**src/core/fppg_params.svh**
```systemverilog
// layout and constants shared by both ends of the port parity block
`ifndef FPPG_PARAMS_SVH
`define FPPG_PARAMS_SVH

`define FPPG_DATA_W 36
`define FPPG_LANES 4
`define FPPG_LANE_W 9
`define FPPG_PAR_BIT 8
`define FPPG_LANE_DATA_W 8
`define FPPG_PORTS 2
`define FPPG_WORD_RST 36'h0_0000_0000
`define FPPG_MASK_36 4'hF
`define FPPG_MASK_18 4'h3
`define FPPG_MASK_9 4'h1

`endif

```
**src/core/fppg_pkg.sv**
```systemverilog
// types and parity helpers of the port parity block
`include "fppg_params.svh"

package fppg_pkg;

  // bus width selected by bus matching on a port
  typedef enum logic [1:0] {
    FPPG_BW_36 = 2'h0,
    FPPG_BW_18 = 2'h1,
    FPPG_BW_9  = 2'h2
  } fppg_bw_t;

  // active byte lanes for a bus width; unknown codes fall back to full width
  function automatic logic [`FPPG_LANES-1:0] fppg_lane_mask(input fppg_bw_t bw);
    logic [`FPPG_LANES-1:0] m;
    m = `FPPG_MASK_36;
    if (bw == FPPG_BW_18) begin
      m = `FPPG_MASK_18;
    end else if (bw == FPPG_BW_9) begin
      m = `FPPG_MASK_9;
    end
    return m;
  endfunction

  // parity bit for eight data bits; odd mode makes the nine-bit group odd
  function automatic logic fppg_par_bit(input logic [`FPPG_LANE_DATA_W-1:0] d,
                                        input logic odd);
    return (^d) ^ odd;
  endfunction

endpackage

```
**src/core/fppg_if.sv**
```systemverilog
// one port of the fifo: glue logic on one side, the device on the other
`timescale 1ns/1ps
`default_nettype none
`include "fppg_params.svh"

interface fppg_if;
  logic [`FPPG_DATA_W-1:0] data_to_dev;   // write data toward the device
  logic [`FPPG_DATA_W-1:0] data_from_dev; // registered read data
  logic chip_select_n;                    // low selects the port
  logic enable;                           // access strobe, high
  logic write_read;                       // high write, low read
  logic mailbox_sel;                      // high targets the mailbox
  logic gen_request;                      // high asks for parity generation
  logic parity_err_n;                     // low while an active lane fails

  modport dev (
    input data_to_dev, chip_select_n, enable, write_read, mailbox_sel, gen_request,
    output data_from_dev, parity_err_n
  );

  modport host (
    output data_to_dev, chip_select_n, enable, write_read, mailbox_sel, gen_request,
    input data_from_dev, parity_err_n
  );
endinterface

`default_nettype wire

```
**src/core/fppg_dev.sv**
```systemverilog
// device end: parity trees, mailboxes and read output registers of both ports
//
// Notes on behaviour
// - either port can put parity in lane msbs
// - odd makes nine bits odd, even reverse
// - generate only with select low, request, enable
// - writes store all 36 input levels
// - tree uses lane low eight bits, mode input
// - requested: tree bit; otherwise stored msb passes
// - mailboxes share the port parity trees
// - mailbox read parity: read, mailbox, request
// - mailbox contents untouched by generation
// - four nine-bit trees per port
// - check spans nine bits, msb is parity
// - any failing active lane pulls error flag low
// - mode input low means even parity
// - only active lanes count toward the flag
// - checking never stalls or alters transfers
// - check on port inputs, before storage
// - glue withholds write strobe on error
// - glue writes normally without error
// - glue captures bad word, skips write
`timescale 1ns/1ps
`default_nettype none
`include "fppg_params.svh"

module fppg_dev
  import fppg_pkg::*;
#(
  parameter int DATA_W = `FPPG_DATA_W
) (
  input wire logic i_mclk,
  input wire logic i_sys_rst,
  fppg_if.dev port_a,
  fppg_if.dev port_b,
  input wire logic i_odd_even,
  input wire fppg_bw_t i_a_bus_width,
  input wire fppg_bw_t i_b_bus_width,
  input wire logic [DATA_W-1:0] i_a_fifo_rd_data,
  input wire logic [DATA_W-1:0] i_b_fifo_rd_data,
  output logic o_a_fifo_rd,
  output logic o_b_fifo_rd,
  output logic o_a_fifo_wr,
  output logic o_b_fifo_wr,
  output logic [DATA_W-1:0] o_a_fifo_wr_data,
  output logic [DATA_W-1:0] o_b_fifo_wr_data,
  output logic [DATA_W-1:0] o_mailbox_a_to_b,
  output logic [DATA_W-1:0] o_mailbox_b_to_a
);

  // both ports run the same logic, so every per-port signal is gathered into a
  // two-entry array here and one generate loop below builds the two copies
  // port 0 is port a, port 1 is port b; nets so each element has its own driver
  wire [DATA_W-1:0] din [`FPPG_PORTS];       // incoming port data
  wire [DATA_W-1:0] fifo_rdat [`FPPG_PORTS]; // word offered by the fifo core
  wire [`FPPG_LANES-1:0] lane_mask [`FPPG_PORTS]; // active lanes per port
  wire cs_n [`FPPG_PORTS];
  wire ena [`FPPG_PORTS];
  wire wr_sel [`FPPG_PORTS];
  wire mbx_sel [`FPPG_PORTS];
  wire gen_req [`FPPG_PORTS];
  // mailbox contents per port, read by the opposite port
  wire [DATA_W-1:0] mbx_q [`FPPG_PORTS];
  wire odd_sel;                              // one selects odd parity

  // gather both ports into arrays so one generate covers them
  assign din[0] = port_a.data_to_dev;
  assign din[1] = port_b.data_to_dev;
  assign fifo_rdat[0] = i_a_fifo_rd_data;
  assign fifo_rdat[1] = i_b_fifo_rd_data;
  assign lane_mask[0] = fppg_lane_mask(i_a_bus_width);
  assign lane_mask[1] = fppg_lane_mask(i_b_bus_width);
  assign cs_n[0] = port_a.chip_select_n;
  assign cs_n[1] = port_b.chip_select_n;
  assign ena[0] = port_a.enable;
  assign ena[1] = port_b.enable;
  assign wr_sel[0] = port_a.write_read;
  assign wr_sel[1] = port_b.write_read;
  assign mbx_sel[0] = port_a.mailbox_sel;
  assign mbx_sel[1] = port_b.mailbox_sel;
  assign gen_req[0] = port_a.gen_request;
  assign gen_req[1] = port_b.gen_request;

  // the mode input is shared: both ports check and generate alike, so a
  // change of mode takes effect on both ports at the same edge
  // a low mode input leaves the xor uninverted, i.e. even parity
  assign odd_sel = i_odd_even;

  // p walks the ports, l the byte lanes within a port
  genvar p;
  genvar l;
  generate
    for (p = 0; p < `FPPG_PORTS; p++) begin : g_port
      logic acc;                       // port selected and strobed
      logic wr_acc;                    // write taken this cycle
      logic rd_acc;                    // read taken this cycle
      logic gen_on;                    // generation asked on this read
      logic [DATA_W-1:0] rd_src;       // word chosen for the read
      logic [DATA_W-1:0] rd_word;      // read word after the trees
      logic [`FPPG_LANES-1:0] lane_err; // raw tree results on the inputs
      logic [DATA_W-1:0] mbx_ff;       // mailbox written by this port
      logic [DATA_W-1:0] nxt_mbx;
      logic [DATA_W-1:0] dout_ff;      // output register of the port
      logic [DATA_W-1:0] nxt_dout;
      logic [DATA_W-1:0] wdat_ff;      // word handed to the fifo core
      logic [DATA_W-1:0] nxt_wdat;
      logic wstb_ff;                   // fifo write strobe, one cycle
      logic nxt_wstb;
      logic perr_n;                    // combinational error flag

      // a write and a read cannot both be taken in one cycle on one port,
      // because write_read picks exactly one of them
      // access decode shared by read and write paths
      assign acc = ~cs_n[p] & ena[p];
      assign wr_acc = acc & wr_sel[p];
      assign rd_acc = acc & ~wr_sel[p];
      // mailbox reads need read select and request too, implied by rd_acc
      assign gen_on = rd_acc & gen_req[p];

      // cross wiring: port a reads what port b wrote and the reverse; a word
      // written and read in the same cycle shows the old contents here
      assign mbx_q[p] = mbx_ff;
      // the other port's mailbox feeds this port, through this port's trees
      assign rd_src = mbx_sel[p] ? mbx_q[`FPPG_PORTS-1-p] : fifo_rdat[p];

      // four trees, each owning one nine-bit lane
      for (l = 0; l < `FPPG_LANES; l++) begin : g_lane
        localparam int LO = l * `FPPG_LANE_W;
        // data bits pass untouched in every case
        assign rd_word[LO +: `FPPG_LANE_DATA_W] = rd_src[LO +: `FPPG_LANE_DATA_W];
        // msb: tree result when generating, else the stored msb
        assign rd_word[LO + `FPPG_PAR_BIT] = gen_on ?
            fppg_par_bit(rd_src[LO +: `FPPG_LANE_DATA_W], odd_sel) :
            rd_src[LO + `FPPG_PAR_BIT];
        // the check trees watch the pins even while the port is idle; glue
        // heeds the flag only on its own writes
        // check over all nine bits straight off the port inputs
        assign lane_err[l] = (^din[p][LO +: `FPPG_LANE_W]) ^ odd_sel;
      end

      // the flag is left combinational: registering it would arrive one edge
      // too late for glue that must hold back the write strobe of that word
      // unused lanes cannot pull the flag; high again once active lanes pass
      assign perr_n = ~|(lane_err & lane_mask[p]);

      // next state; checking feeds nothing here, so it never stalls a transfer
      always_comb begin
        nxt_mbx = mbx_ff;
        nxt_dout = dout_ff;
        nxt_wdat = wdat_ff;
        nxt_wstb = 1'b0;
        if (wr_acc) begin
          // raw levels stored, generation request plays no part
          if (mbx_sel[p]) begin
            nxt_mbx = din[p];
          end else begin
            nxt_wdat = din[p];
            nxt_wstb = 1'b1;
          end
        end else if (rd_acc) begin
          // only the output register changes, the mailbox keeps its word
          nxt_dout = rd_word;
        end
      end

      // reset clears every stored word; the flag has no state of its own
      // registers of the port
      always_ff @(posedge i_mclk or posedge i_sys_rst) begin
        if (i_sys_rst) begin
          // a word in flight at reset is lost
          mbx_ff <= `FPPG_WORD_RST;
          dout_ff <= `FPPG_WORD_RST;
          wdat_ff <= `FPPG_WORD_RST;
          wstb_ff <= 1'b0;
        end else begin
          mbx_ff <= nxt_mbx;
          dout_ff <= nxt_dout;
          wdat_ff <= nxt_wdat;
          wstb_ff <= nxt_wstb;
        end
      end
    end
  endgenerate

  // the fifo read strobe is combinational so the core can present its word
  // in the same cycle that the output register loads it
  // port a outputs
  assign port_a.data_from_dev = g_port[0].dout_ff;
  assign port_a.parity_err_n = g_port[0].perr_n;
  assign o_a_fifo_rd = g_port[0].rd_acc & ~mbx_sel[0];
  assign o_a_fifo_wr = g_port[0].wstb_ff;
  assign o_a_fifo_wr_data = g_port[0].wdat_ff;
  // mailbox contents shown raw, never with generated parity
  assign o_mailbox_a_to_b = g_port[0].mbx_ff;

  // port b outputs
  assign port_b.data_from_dev = g_port[1].dout_ff;
  assign port_b.parity_err_n = g_port[1].perr_n;
  assign o_b_fifo_rd = g_port[1].rd_acc & ~mbx_sel[1];
  assign o_b_fifo_wr = g_port[1].wstb_ff;
  assign o_b_fifo_wr_data = g_port[1].wdat_ff;
  assign o_mailbox_b_to_a = g_port[1].mbx_ff;

endmodule

`default_nettype wire

```
**src/flat_wrapper.sv**
```systemverilog
// flat-port wrapper written by rule: the top's interface ports become plain ports
module fppg_dev_flat import fppg_pkg::*;
#(
  parameter int DATA_W = `FPPG_DATA_W
)
  (i_mclk, i_sys_rst, i_odd_even, i_a_bus_width, i_b_bus_width, i_a_fifo_rd_data, i_b_fifo_rd_data, o_a_fifo_rd, o_b_fifo_rd, o_a_fifo_wr, o_b_fifo_wr, o_a_fifo_wr_data, o_b_fifo_wr_data, o_mailbox_a_to_b, o_mailbox_b_to_a, port_a_data_to_dev, port_a_chip_select_n, port_a_enable, port_a_write_read, port_a_mailbox_sel, port_a_gen_request, port_a_data_from_dev, port_a_parity_err_n, port_b_data_to_dev, port_b_chip_select_n, port_b_enable, port_b_write_read, port_b_mailbox_sel, port_b_gen_request, port_b_data_from_dev, port_b_parity_err_n);
  fppg_if port_a_i ();
  fppg_if port_b_i ();
  input wire logic i_mclk;
  input wire logic i_sys_rst;
  input wire logic i_odd_even;
  input wire fppg_bw_t i_a_bus_width;
  input wire fppg_bw_t i_b_bus_width;
  input wire logic [DATA_W-1:0] i_a_fifo_rd_data;
  input wire logic [DATA_W-1:0] i_b_fifo_rd_data;
  output logic o_a_fifo_rd;
  output logic o_b_fifo_rd;
  output logic o_a_fifo_wr;
  output logic o_b_fifo_wr;
  output logic [DATA_W-1:0] o_a_fifo_wr_data;
  output logic [DATA_W-1:0] o_b_fifo_wr_data;
  output logic [DATA_W-1:0] o_mailbox_a_to_b;
  output logic [DATA_W-1:0] o_mailbox_b_to_a;
  input wire logic [$bits(port_a_i.data_to_dev)-1:0] port_a_data_to_dev;
  input wire logic [$bits(port_a_i.chip_select_n)-1:0] port_a_chip_select_n;
  input wire logic [$bits(port_a_i.enable)-1:0] port_a_enable;
  input wire logic [$bits(port_a_i.write_read)-1:0] port_a_write_read;
  input wire logic [$bits(port_a_i.mailbox_sel)-1:0] port_a_mailbox_sel;
  input wire logic [$bits(port_a_i.gen_request)-1:0] port_a_gen_request;
  output wire logic [$bits(port_a_i.data_from_dev)-1:0] port_a_data_from_dev;
  output wire logic [$bits(port_a_i.parity_err_n)-1:0] port_a_parity_err_n;
  input wire logic [$bits(port_b_i.data_to_dev)-1:0] port_b_data_to_dev;
  input wire logic [$bits(port_b_i.chip_select_n)-1:0] port_b_chip_select_n;
  input wire logic [$bits(port_b_i.enable)-1:0] port_b_enable;
  input wire logic [$bits(port_b_i.write_read)-1:0] port_b_write_read;
  input wire logic [$bits(port_b_i.mailbox_sel)-1:0] port_b_mailbox_sel;
  input wire logic [$bits(port_b_i.gen_request)-1:0] port_b_gen_request;
  output wire logic [$bits(port_b_i.data_from_dev)-1:0] port_b_data_from_dev;
  output wire logic [$bits(port_b_i.parity_err_n)-1:0] port_b_parity_err_n;
  assign port_a_i.data_to_dev = port_a_data_to_dev;
  assign port_a_i.chip_select_n = port_a_chip_select_n;
  assign port_a_i.enable = port_a_enable;
  assign port_a_i.write_read = port_a_write_read;
  assign port_a_i.mailbox_sel = port_a_mailbox_sel;
  assign port_a_i.gen_request = port_a_gen_request;
  assign port_a_data_from_dev = port_a_i.data_from_dev;
  assign port_a_parity_err_n = port_a_i.parity_err_n;
  assign port_b_i.data_to_dev = port_b_data_to_dev;
  assign port_b_i.chip_select_n = port_b_chip_select_n;
  assign port_b_i.enable = port_b_enable;
  assign port_b_i.write_read = port_b_write_read;
  assign port_b_i.mailbox_sel = port_b_mailbox_sel;
  assign port_b_i.gen_request = port_b_gen_request;
  assign port_b_data_from_dev = port_b_i.data_from_dev;
  assign port_b_parity_err_n = port_b_i.parity_err_n;
  fppg_dev #(.DATA_W(DATA_W)) u_core (.i_mclk(i_mclk), .i_sys_rst(i_sys_rst), .port_a(port_a_i), .port_b(port_b_i), .i_odd_even(i_odd_even), .i_a_bus_width(i_a_bus_width), .i_b_bus_width(i_b_bus_width), .i_a_fifo_rd_data(i_a_fifo_rd_data), .i_b_fifo_rd_data(i_b_fifo_rd_data), .o_a_fifo_rd(o_a_fifo_rd), .o_b_fifo_rd(o_b_fifo_rd), .o_a_fifo_wr(o_a_fifo_wr), .o_b_fifo_wr(o_b_fifo_wr), .o_a_fifo_wr_data(o_a_fifo_wr_data), .o_b_fifo_wr_data(o_b_fifo_wr_data), .o_mailbox_a_to_b(o_mailbox_a_to_b), .o_mailbox_b_to_a(o_mailbox_b_to_a));
endmodule
```
**config.mk**
```make
export PLATFORM = sky130hd
export DESIGN_NAME = fppg_dev_flat
export DESIGN_NICKNAME = d
export VERILOG_FILES = /design/src/core/fppg_pkg.sv /design/src/core/fppg_if.sv /design/src/core/fppg_dev.sv /design/src/flat_wrapper.sv
export VERILOG_INCLUDE_DIRS = /design/src /design/src/core
export SDC_FILE = /design/constraint.sdc
export NUM_CORES = 1
export LEC_CHECK = 0
export ABC_CLOCK_PERIOD_IN_PS = 8000
export BUFFER_PORTS_ARGS = -buffer_cell sky130_fd_sc_hd__buf_2
export CORE_ASPECT_RATIO = 0.7
export CORE_MARGIN = 4
export CORE_UTILIZATION = 50
export CTS_CLUSTER_DIAMETER = 150
export DETAILED_ROUTE_END_ITERATION = 8
export PLACE_DENSITY_LB_ADDON = 0.1
export SYNTH_ARGS = -nofsm -noshare
export SYNTH_HDL_FRONTEND = slang
export SYNTH_SLANG_ARGS = --single-unit
```
**constraint.sdc**
```tcl
create_clock -name i_mclk -period 8 [get_ports i_mclk]
set_input_delay 1.2 -clock i_mclk [delete_from_list [all_inputs] [get_ports i_mclk]]
set_output_delay 1.2 -clock i_mclk [all_outputs]
set_load 0.02 [all_outputs]
```
==> impl_metrics.env, run 1 <==
export IMPL_yosysMostFrequentCell="dfrtp_1"
export IMPL_hold_ws_ns=0.4735
export IMPL_tns_ns=0
export IMPL_p_int_uw=2495
export IMPL_cts_resized_gates=0
export IMPL_cts_setup_buffers=0
export IMPL_vias=7843
export IMPL_rsz0062_at_grt="false"
export IMPL_synth_edff_count=0
export IMPL_avgRoutedWirePerCell_um=20.07
export IMPL_clk_latency_ns=0.50
export IMPL_overflow=0
export IMPL_seqCellArea_mm2=0.005455
export IMPL_cts_root_buf="clkbuf_16"
export IMPL_cts_tree="built"
export IMPL_p_per_area_mw_per_mm2=285.8
export IMPL_die_y_um=130.4
export IMPL_cpMostUsedCell="buf_2"
export IMPL_ir_drop_uv=179.2
export IMPL_max_freq_mhz=231.6
export IMPL_n_fill_cell=1704
export IMPL_place_ws_ns=3.743
export IMPL_min_from="u_core.port_b.data_from_dev[10]$_DFFE_PP0P_"
export IMPL_sequentialPowerShare=0.395
export IMPL_first_global_vias=7709
export IMPL_cts_buffers=22
export IMPL_slew_violations=0
export IMPL_max_slew_margin_rel=0.3859
export IMPL_p_comb_frac=0.347
export IMPL_io_pins=383
export IMPL_antenna_found_initial=4
export IMPL_syn_area_mm2=0.01070
export IMPL_r2r_start="u_core.o_mailbox_a_to_b[22]$_DFFE_PP0P_"
export IMPL_critical_path_max_stage_delay_ns=0.48
export IMPL_grt_pass1_wl_um=45330
export IMPL_drt_first_pass_iters=4
export IMPL_worstPathArrival_ns=3.12
export IMPL_synth_common_cells="dfrtp_1 (218), mux2_2 (144), mux2i_1 (104), xnor2_1 (82), xor2_1 (62)"
export IMPL_area_delta_synth_final_pct=26.85
export IMPL_finalHoldViolCount=0
export IMPL_routed_via_density=5.163
export IMPL_htreeDepth=1
export IMPL_dpl_hpwl_um=22790
export IMPL_finalSetupViolations=0
export IMPL_die_x_um=182.9
export IMPL_netSwitchingFraction=0.3569
export IMPL_ys_flop_type="dfrtp_1"
export IMPL_synth_fp_nets=1014
export IMPL_drv_cap=0
export IMPL_worstSetupPathType="in2out"
export IMPL_switching_power_uw=1384
export IMPL_worstSetupStartpointType="input port"
export IMPL_netlist_instances=851
export IMPL_drc=0
export IMPL_fp_row_count=44
export IMPL_clkPwrFrac=0.258
export IMPL_status="finished, final reports clean"
export IMPL_fin_ws_ns=3.682
export IMPL_design_core_area_mm2=0.02087
export IMPL_hp_class="reg2reg"
export IMPL_async_reset_ff_frac=1.000
export IMPL_nets=1387
export IMPL_die_area_mm2=0.02384
export IMPL_yosys_area_top_type_share=0.5098
export IMPL_cp_depth=8
export IMPL_cts_path_max_buffers=3
export IMPL_clock_sinks=218
export IMPL_r2r_slack_ns=6.29
export IMPL_start_util=0.5128
export IMPL_post_route_period_util=0.5397
export IMPL_synth_top_area_cell="dfrtp_1"
export IMPL_first_iter_violations=370
export IMPL_fin_skew_ns=0.01181
export IMPL_ff2ff_path_depth=6
export IMPL_synth_area_leaders="dfrtp_1 (51%), mux2_2 (15%), mux2i_1 (9.7%)"
export IMPL_drive_gt1_frac=0.4641
export IMPL_path_max_fanout=3
export IMPL_r2r_end="u_core.port_b.data_from_dev[26]$_DFFE_PP0P_"
export IMPL_period_needed_ns=4.318
export IMPL_drtAntennaViolNets=0
export IMPL_gp_congestion=0.8233
export IMPL_multi_input_area_mm2=0.005056
export IMPL_grt_max_degree=100
export IMPL_ctsHoldBuffers=0
export IMPL_cp_data_required_time_ns=6.80
export IMPL_grt_util_all_layers=0.2445
export IMPL_port_buffers=382
export IMPL_end_kind="output pin"
export IMPL_synthDistinctLibCells=23
export IMPL_synth_seq_cells=218
export IMPL_worst_path_buf_inv=2
export IMPL_p_leak_uw=0.006741
export IMPL_hold_end="u_core.port_b.data_from_dev[10]$_DFFE_PP0P_"
export IMPL_synth_seq_area_share=0.5098
export IMPL_tightest_slew_ns=0.9191
export IMPL_yosys_warnings=0
export IMPL_path_cells="buf_2 -> xor2_1 -> xnor3_1 -> xnor2_1 -> nor2_1 -> or3_1 -> a221oi_2 -> buf_2"
export IMPL_critical_path_top_delay_family="XOR/XNOR gates"
export IMPL_path_clk_slew_ns=0.06
export IMPL_min_delay_path_depth=2
export IMPL_syn_avg_cell_area_um2=12.57
export IMPL_worst_path_max_delay_cell="xnor3_1"
export IMPL_wl_um=30480
worst max-delay path by stage:
stage	slack [ns]	start	to
2_1_floorplan	0.84	i_sys_rst	u_core.o_a_fifo_wr$_DFF_PP0_
3_3_place_gp	3.75	port_a_data_to_dev[30]	port_a_parity_err_n
3_5_place_dp	3.74	port_a_data_to_dev[30]	port_a_parity_err_n
4_1_cts	3.68	port_a_data_to_dev[30]	port_a_parity_err_n
5_1_grt	3.48	port_a_data_to_dev[30]	port_a_parity_err_n
6_report	3.68	port_a_data_to_dev[30]	port_a_parity_err_n
sequential cells by signal, indices dropped and copies added, names as in the netlist:
name / flops
u_core.o_b_fifo_wr_data: 36
u_core.port_b.data_from_dev: 36
u_core.o_a_fifo_wr: 1
u_core.o_b_fifo_wr: 1
u_core.port_a.data_from_dev: 36
u_core.o_a_fifo_wr_data: 36
u_core.o_mailbox_a_to_b: 36
u_core.o_mailbox_b_to_a: 36
layout by cell type, fill, tap and decap left out, drive strengths merged, types with 2 or more instances in the layout:
cell type,instances
buf,392
dfrtp,218
mux2,144
mux2i,104
xnor2,82
xor2,62
nor2,53
a21oi,40
o21ai,40
clkbuf,35
nand2,34
xnor3,10
inv,5
diode,4
clkinv,4
nand4b,2
nor4bb,2
nand3,2
or3,2
a221oi,2
ha,2
nor3b,2
metal layers:
metal | wire length [µm] | vias up | track usage
met1 | 13430 | 3865 | 0.3408
li1 | - | 3675 | -
met5 | 21 | - | 0
met3 | 2483 | 36 | 0.06973
met2 | 14030 | 263 | 0.3876
met4 | 514 | 4 | 0.05473
worst register-to-register path: stages, from the launching register on:
cell	delay (ns)
dfrtp_1	0.44
xor2_1	0.18
mux2i_1	0.17
xnor3_1	0.44
xnor2_1	0.23
a21oi_1	0.10
nor2_1	0.08
final cells by class:
| cell class | instances | share of cell area |
|---|---|---|
| tap | 276 | 0.02544 |
| timing repair buffer | 392 | 0.1466 |
| clock buffer | 35 | 0.04941 |
| multi-input combinational | 585 | 0.3725 |
| antenna | 4 | 0.0007375 |
| sequential | 218 | 0.4019 |
| inverter | 5 | 0.001936 |
| clock inverter | 4 | 0.001475 |
power by group through the flow:
stage / combinational (µW) / sequential (µW) / clock [µW]
after floorplan: 577 / 1820 / 0
after global placement: 1340 / 1540 / 0
after detailed placement: 1350 / 1550 / 0
after CTS: 1360 / 1530 / 1020
after global routing: 1440 / 1560 / 1070
final: 1350 / 1530 / 1000
metrics by stage:
| stage | cell area (µm²) | std cells | total power [µW] | util |
|---|---|---|---|---|
| global placement | 12870 | 1476 | 2877 | 0.6169 |
| detailed placement | 12870 | 1476 | 2900 | 0.6169 |
| finish | 13570 | 1519 | 3879 | 0.6505 |
| global route | 13570 | 1517 | 4080 | 0.6503 |
| floorplan | 10700 | 851 | 2399 | - |
| CTS | 13560 | 1515 | 3910 | 0.6500 |
kinds of logic after synthesis:
family / share of synthesized area
flops: 0.5098
simple gates: 0.03894
mux: 0.2488
buf+inv: 0.02093
compound gates: 0.04022
xor+xnor: 0.1389
fa+ha+maj: 0.002338
Note: power is estimated with default switching activity, not from simulation.
==> inputs of run 2 (changes only) <==
--- a/config.mk
+++ b/config.mk
@@ -6,11 +6,12 @@
 export SDC_FILE = /design/constraint.sdc
 export NUM_CORES = 1
 export LEC_CHECK = 0
-export ABC_CLOCK_PERIOD_IN_PS = 8000
+export ABC_AREA = 1
+export ABC_CLOCK_PERIOD_IN_PS = 3700
 export BUFFER_PORTS_ARGS = -buffer_cell sky130_fd_sc_hd__buf_2
 export CORE_ASPECT_RATIO = 0.7
 export CORE_MARGIN = 4
-export CORE_UTILIZATION = 50
+export CORE_UTILIZATION = 47
 export CTS_CLUSTER_DIAMETER = 150
 export DETAILED_ROUTE_END_ITERATION = 8
 export PLACE_DENSITY_LB_ADDON = 0.1
==> constraint.sdc (replaced) <==
create_clock -name i_mclk -period 3.7 [get_ports i_mclk]
set_input_delay 0.555 -clock i_mclk [delete_from_list [all_inputs] [get_ports i_mclk]]
set_output_delay 0.555 -clock i_mclk [all_outputs]
set_load 0.02 [all_outputs]
==> run 2 against run 1 <==
Worst hold slack got worse by 0.42 ns. Via count rose by 52%. Routed wire length rose by 33%. Flip-flop and latch count did not move. Sequential share of layout area fell by 2.8 points. Area after synthesis rose by 9.1%. Synthesized cell count rose by 98%. Critical path depth fell by 3. Clock skew fell by 0.0018 ns. Critical endpoint is now o_b_fifo_rd.
==> impl_metrics.env, run 2 <==
export IMPL_drive_gt1_frac=0.2195
export IMPL_seqCellArea_mm2=0.005455
export IMPL_max_freq_mhz=418.6
export IMPL_clock_sinks=218
export IMPL_worstPathArrival_ns=1.83
export IMPL_cts_path_max_buffers=3
export IMPL_ir_drop_uv=397.8
export IMPL_routed_via_density=5.006
export IMPL_yosysMostFrequentCell="nand2_1"
export IMPL_synth_seq_area_share=0.4674
export IMPL_first_global_vias=10736
export IMPL_ys_flop_type="dfrtp_1"
export IMPL_dr_wl_met2_um=15980
export IMPL_area_delta_synth_final_pct=25.13
export IMPL_vias=11895
export IMPL_die_y_um=139.8
export IMPL_critical_path_max_stage_delay_ns=0.44
export IMPL_postLayoutCoreUtil=0.6072
export IMPL_synth_top_area_cell="dfrtp_1"
export IMPL_finalSetupViolations=0
export IMPL_grt_util_all_layers=0.2841
export IMPL_drv_cap=0
export IMPL_path_clk_slew_ns=0.06
export IMPL_avgRoutedWirePerCell_um=17.03
export IMPL_overflow=0
export IMPL_cts_tree="built"
export IMPL_fin_ws_ns=1.311
export IMPL_status="finished, final reports clean"
export IMPL_synth_seq_cells=218
export IMPL_wl_um=40470
export IMPL_ctsHoldBuffers=0
export IMPL_design_core_area_mm2=0.02405
export IMPL_hp_class="in2async"
export IMPL_cts_setup_buffers=0
export IMPL_routed_wl_met3_um=3781
export IMPL_syn_avg_cell_area_um2=6.927
export IMPL_post_route_period_util=0.6456
export IMPL_max_slew_margin_rel=0.4952
export IMPL_synth_edff_count=0
export IMPL_synthDistinctLibCells=27
export IMPL_yosys_warnings=0
export IMPL_n_fill_cell=2277
export IMPL_gp_congestion=0.9236
export IMPL_die_x_um=196.3
export IMPL_tns_ns=0
export IMPL_end_kind="output pin"
export IMPL_worstSetupStartpointType="input port"
export IMPL_worstSetupPathType="in2out"
export IMPL_place_ws_ns=1.333
export IMPL_drtAntennaViolNets=0
export IMPL_grt_pass1_wl_um=61150
export IMPL_tightest_slew_ns=0.7561
export IMPL_p_per_area_mw_per_mm2=556.4
export IMPL_cts_root_buf="clkbuf_16"
export IMPL_path_max_fanout=22
export IMPL_p_leak_uw=0.008734
export IMPL_final_common_cell="nand2_1"
export IMPL_drt_first_pass_iters=5
export IMPL_path_cells="buf_2 -> nor3_1 -> inv_2 -> nor2_1 -> buf_2"
export IMPL_yosys_area_top_type_share=0.4674
export IMPL_htreeDepth=1
export IMPL_synth_fp_nets=1848
export IMPL_port_buffers=382
export IMPL_syn_area_mm2=0.01167
export IMPL_finalHoldViolCount=0
export IMPL_worst_path_max_delay_cell="nor3_1"
export IMPL_top_layer="met5"
export IMPL_drc=0
export IMPL_fin_cells=2376
export IMPL_fp_row_count=47
export IMPL_netlist_instances=1685
export IMPL_synth_area_leaders="dfrtp_1 (47%), nand2_1 (27%), o21ai_0 (9.1%)"
export IMPL_start_util=0.4853
export IMPL_nets=2201
export IMPL_antenna_found_initial=8
export IMPL_mostFrequentLayoutCells="nand2_1 (834), buf_2 (382), dfrtp_1 (218)"
export IMPL_first_iter_violations=887
export IMPL_multi_input_area_mm2=0.005156
export IMPL_fin_skew_ns=0.01004
export IMPL_synth_common_cells="nand2_1 (834), dfrtp_1 (218), o21ai_0 (213), inv_1 (197), nand3_1 (56)"
export IMPL_cts_buffers=23
export IMPL_cpMostUsedCell="buf_2"
export IMPL_async_reset_ff_frac=1.000
export IMPL_cp_data_required_time_ns=3.14
export IMPL_met1Wirelength_um=19590
export IMPL_rsz0062_at_grt="false"
export IMPL_period_needed_ns=2.389
export IMPL_cts_resized_gates=0
export IMPL_dpl_hpwl_um=31090
export IMPL_dp_cells=2331
export IMPL_io_pins=383
export IMPL_clk_latency_ns=0.51
export IMPL_die_area_mm2=0.02746
export IMPL_slew_violations=0
export IMPL_grt_max_degree=92
[run 2: changes by cell type in the layout (fill, tap and decap cells not counted), moves of 47 or more]
cell     previous run  this run
inv_1               4       196
mux2_2            144         0
mux2i_1           104         0
nand2_1            34       834
nand3_1             2        52
o21ai_0            40       213
xnor2_1            82        20
xor2_1             62        15
[run 2: path summary, 6_finish.rpt]
kind	from	to	slack [ns]	cells past startpoint
hold / removal	i_sys_rst	u_core.port_b.data_from_dev[21]$_DFFE_PP0P_	0.05	2
setup / recovery	port_b_write_read	o_b_fifo_rd	1.31	5
min in group i_mclk	port_b_data_to_dev[16]	u_core.o_mailbox_b_to_a[16]$_DFFE_PP0P_	0.33	3
hold reg to reg	u_core.port_a.data_from_dev[2]$_DFFE_PP0P_	u_core.port_a.data_from_dev[2]$_DFFE_PP0P_	0.47	2
setup reg to reg	u_core.o_mailbox_b_to_a[18]$_DFFE_PP0P_	u_core.port_a.data_from_dev[26]$_DFFE_PP0P_	2.03	14
max in group asynchronous	i_sys_rst	u_core.o_b_fifo_wr_data[4]$_DFFE_PP0P_	2.82	3
[run 2: cell families (layout without fill, tap and decap cells)]
group / count (synthesis) / after routing / share of synthesized area
AND/OR/NAND/NOR: 916 / 916 / 0.3044
buffers and inverters: 268 / 638 / 0.09252
AO/OA/AOI/OAI: 246 / 246 / 0.1073
flip-flops: 218 / 218 / 0.4674
XOR/XNOR: 35 / 35 / 0.02627
adder cells (fa/ha/maj): 2 / 2 / 0.002144
other: 0 / 3 / 0
[run 2: stage by stage]
step	hold slack, ns	cell area (µm²)	total power, µW
after floorplan	0.5844	11670	4693
after global placement	0.4494	13810	5677
after detailed placement	0.4580	13810	5730
after CTS	0.05009	14600	8159
after global routing	0.07476	14600	8588
final	0.05354	14600	8126
[run 2: layout make-up]
class	instances	area share
Antenna cell	3	0.0005141
Clock buffer	30	0.04601
Clock inverter	12	0.008139
Inverter	200	0.05166
Multi-Input combinational cell	1199	0.3531
Sequential cell	218	0.3735
Tap cell	318	0.02724
Timing Repair Buffer	396	0.1398
[run 2: worst max-delay path, delay by kind of cell]
family,cells,cell delay [ns]
simple gates,2,0.66
buf+inv,3,0.61
[run 2: power breakdown]
group	internal [µW]	total [µW]	leakage, µW	switching, µW
clock network	1420	2420	0.000394	997
logic	802	2470	0.00560	1670
registers	2830	3240	0.00274	408
[run 2: metal layers]
layer,track usage,vias to the layer above
met5,0,-
met4,0.06574,10
met3,0.06789,64
met2,0.3848,491
met1,0.4548,5436
li1,-,5894
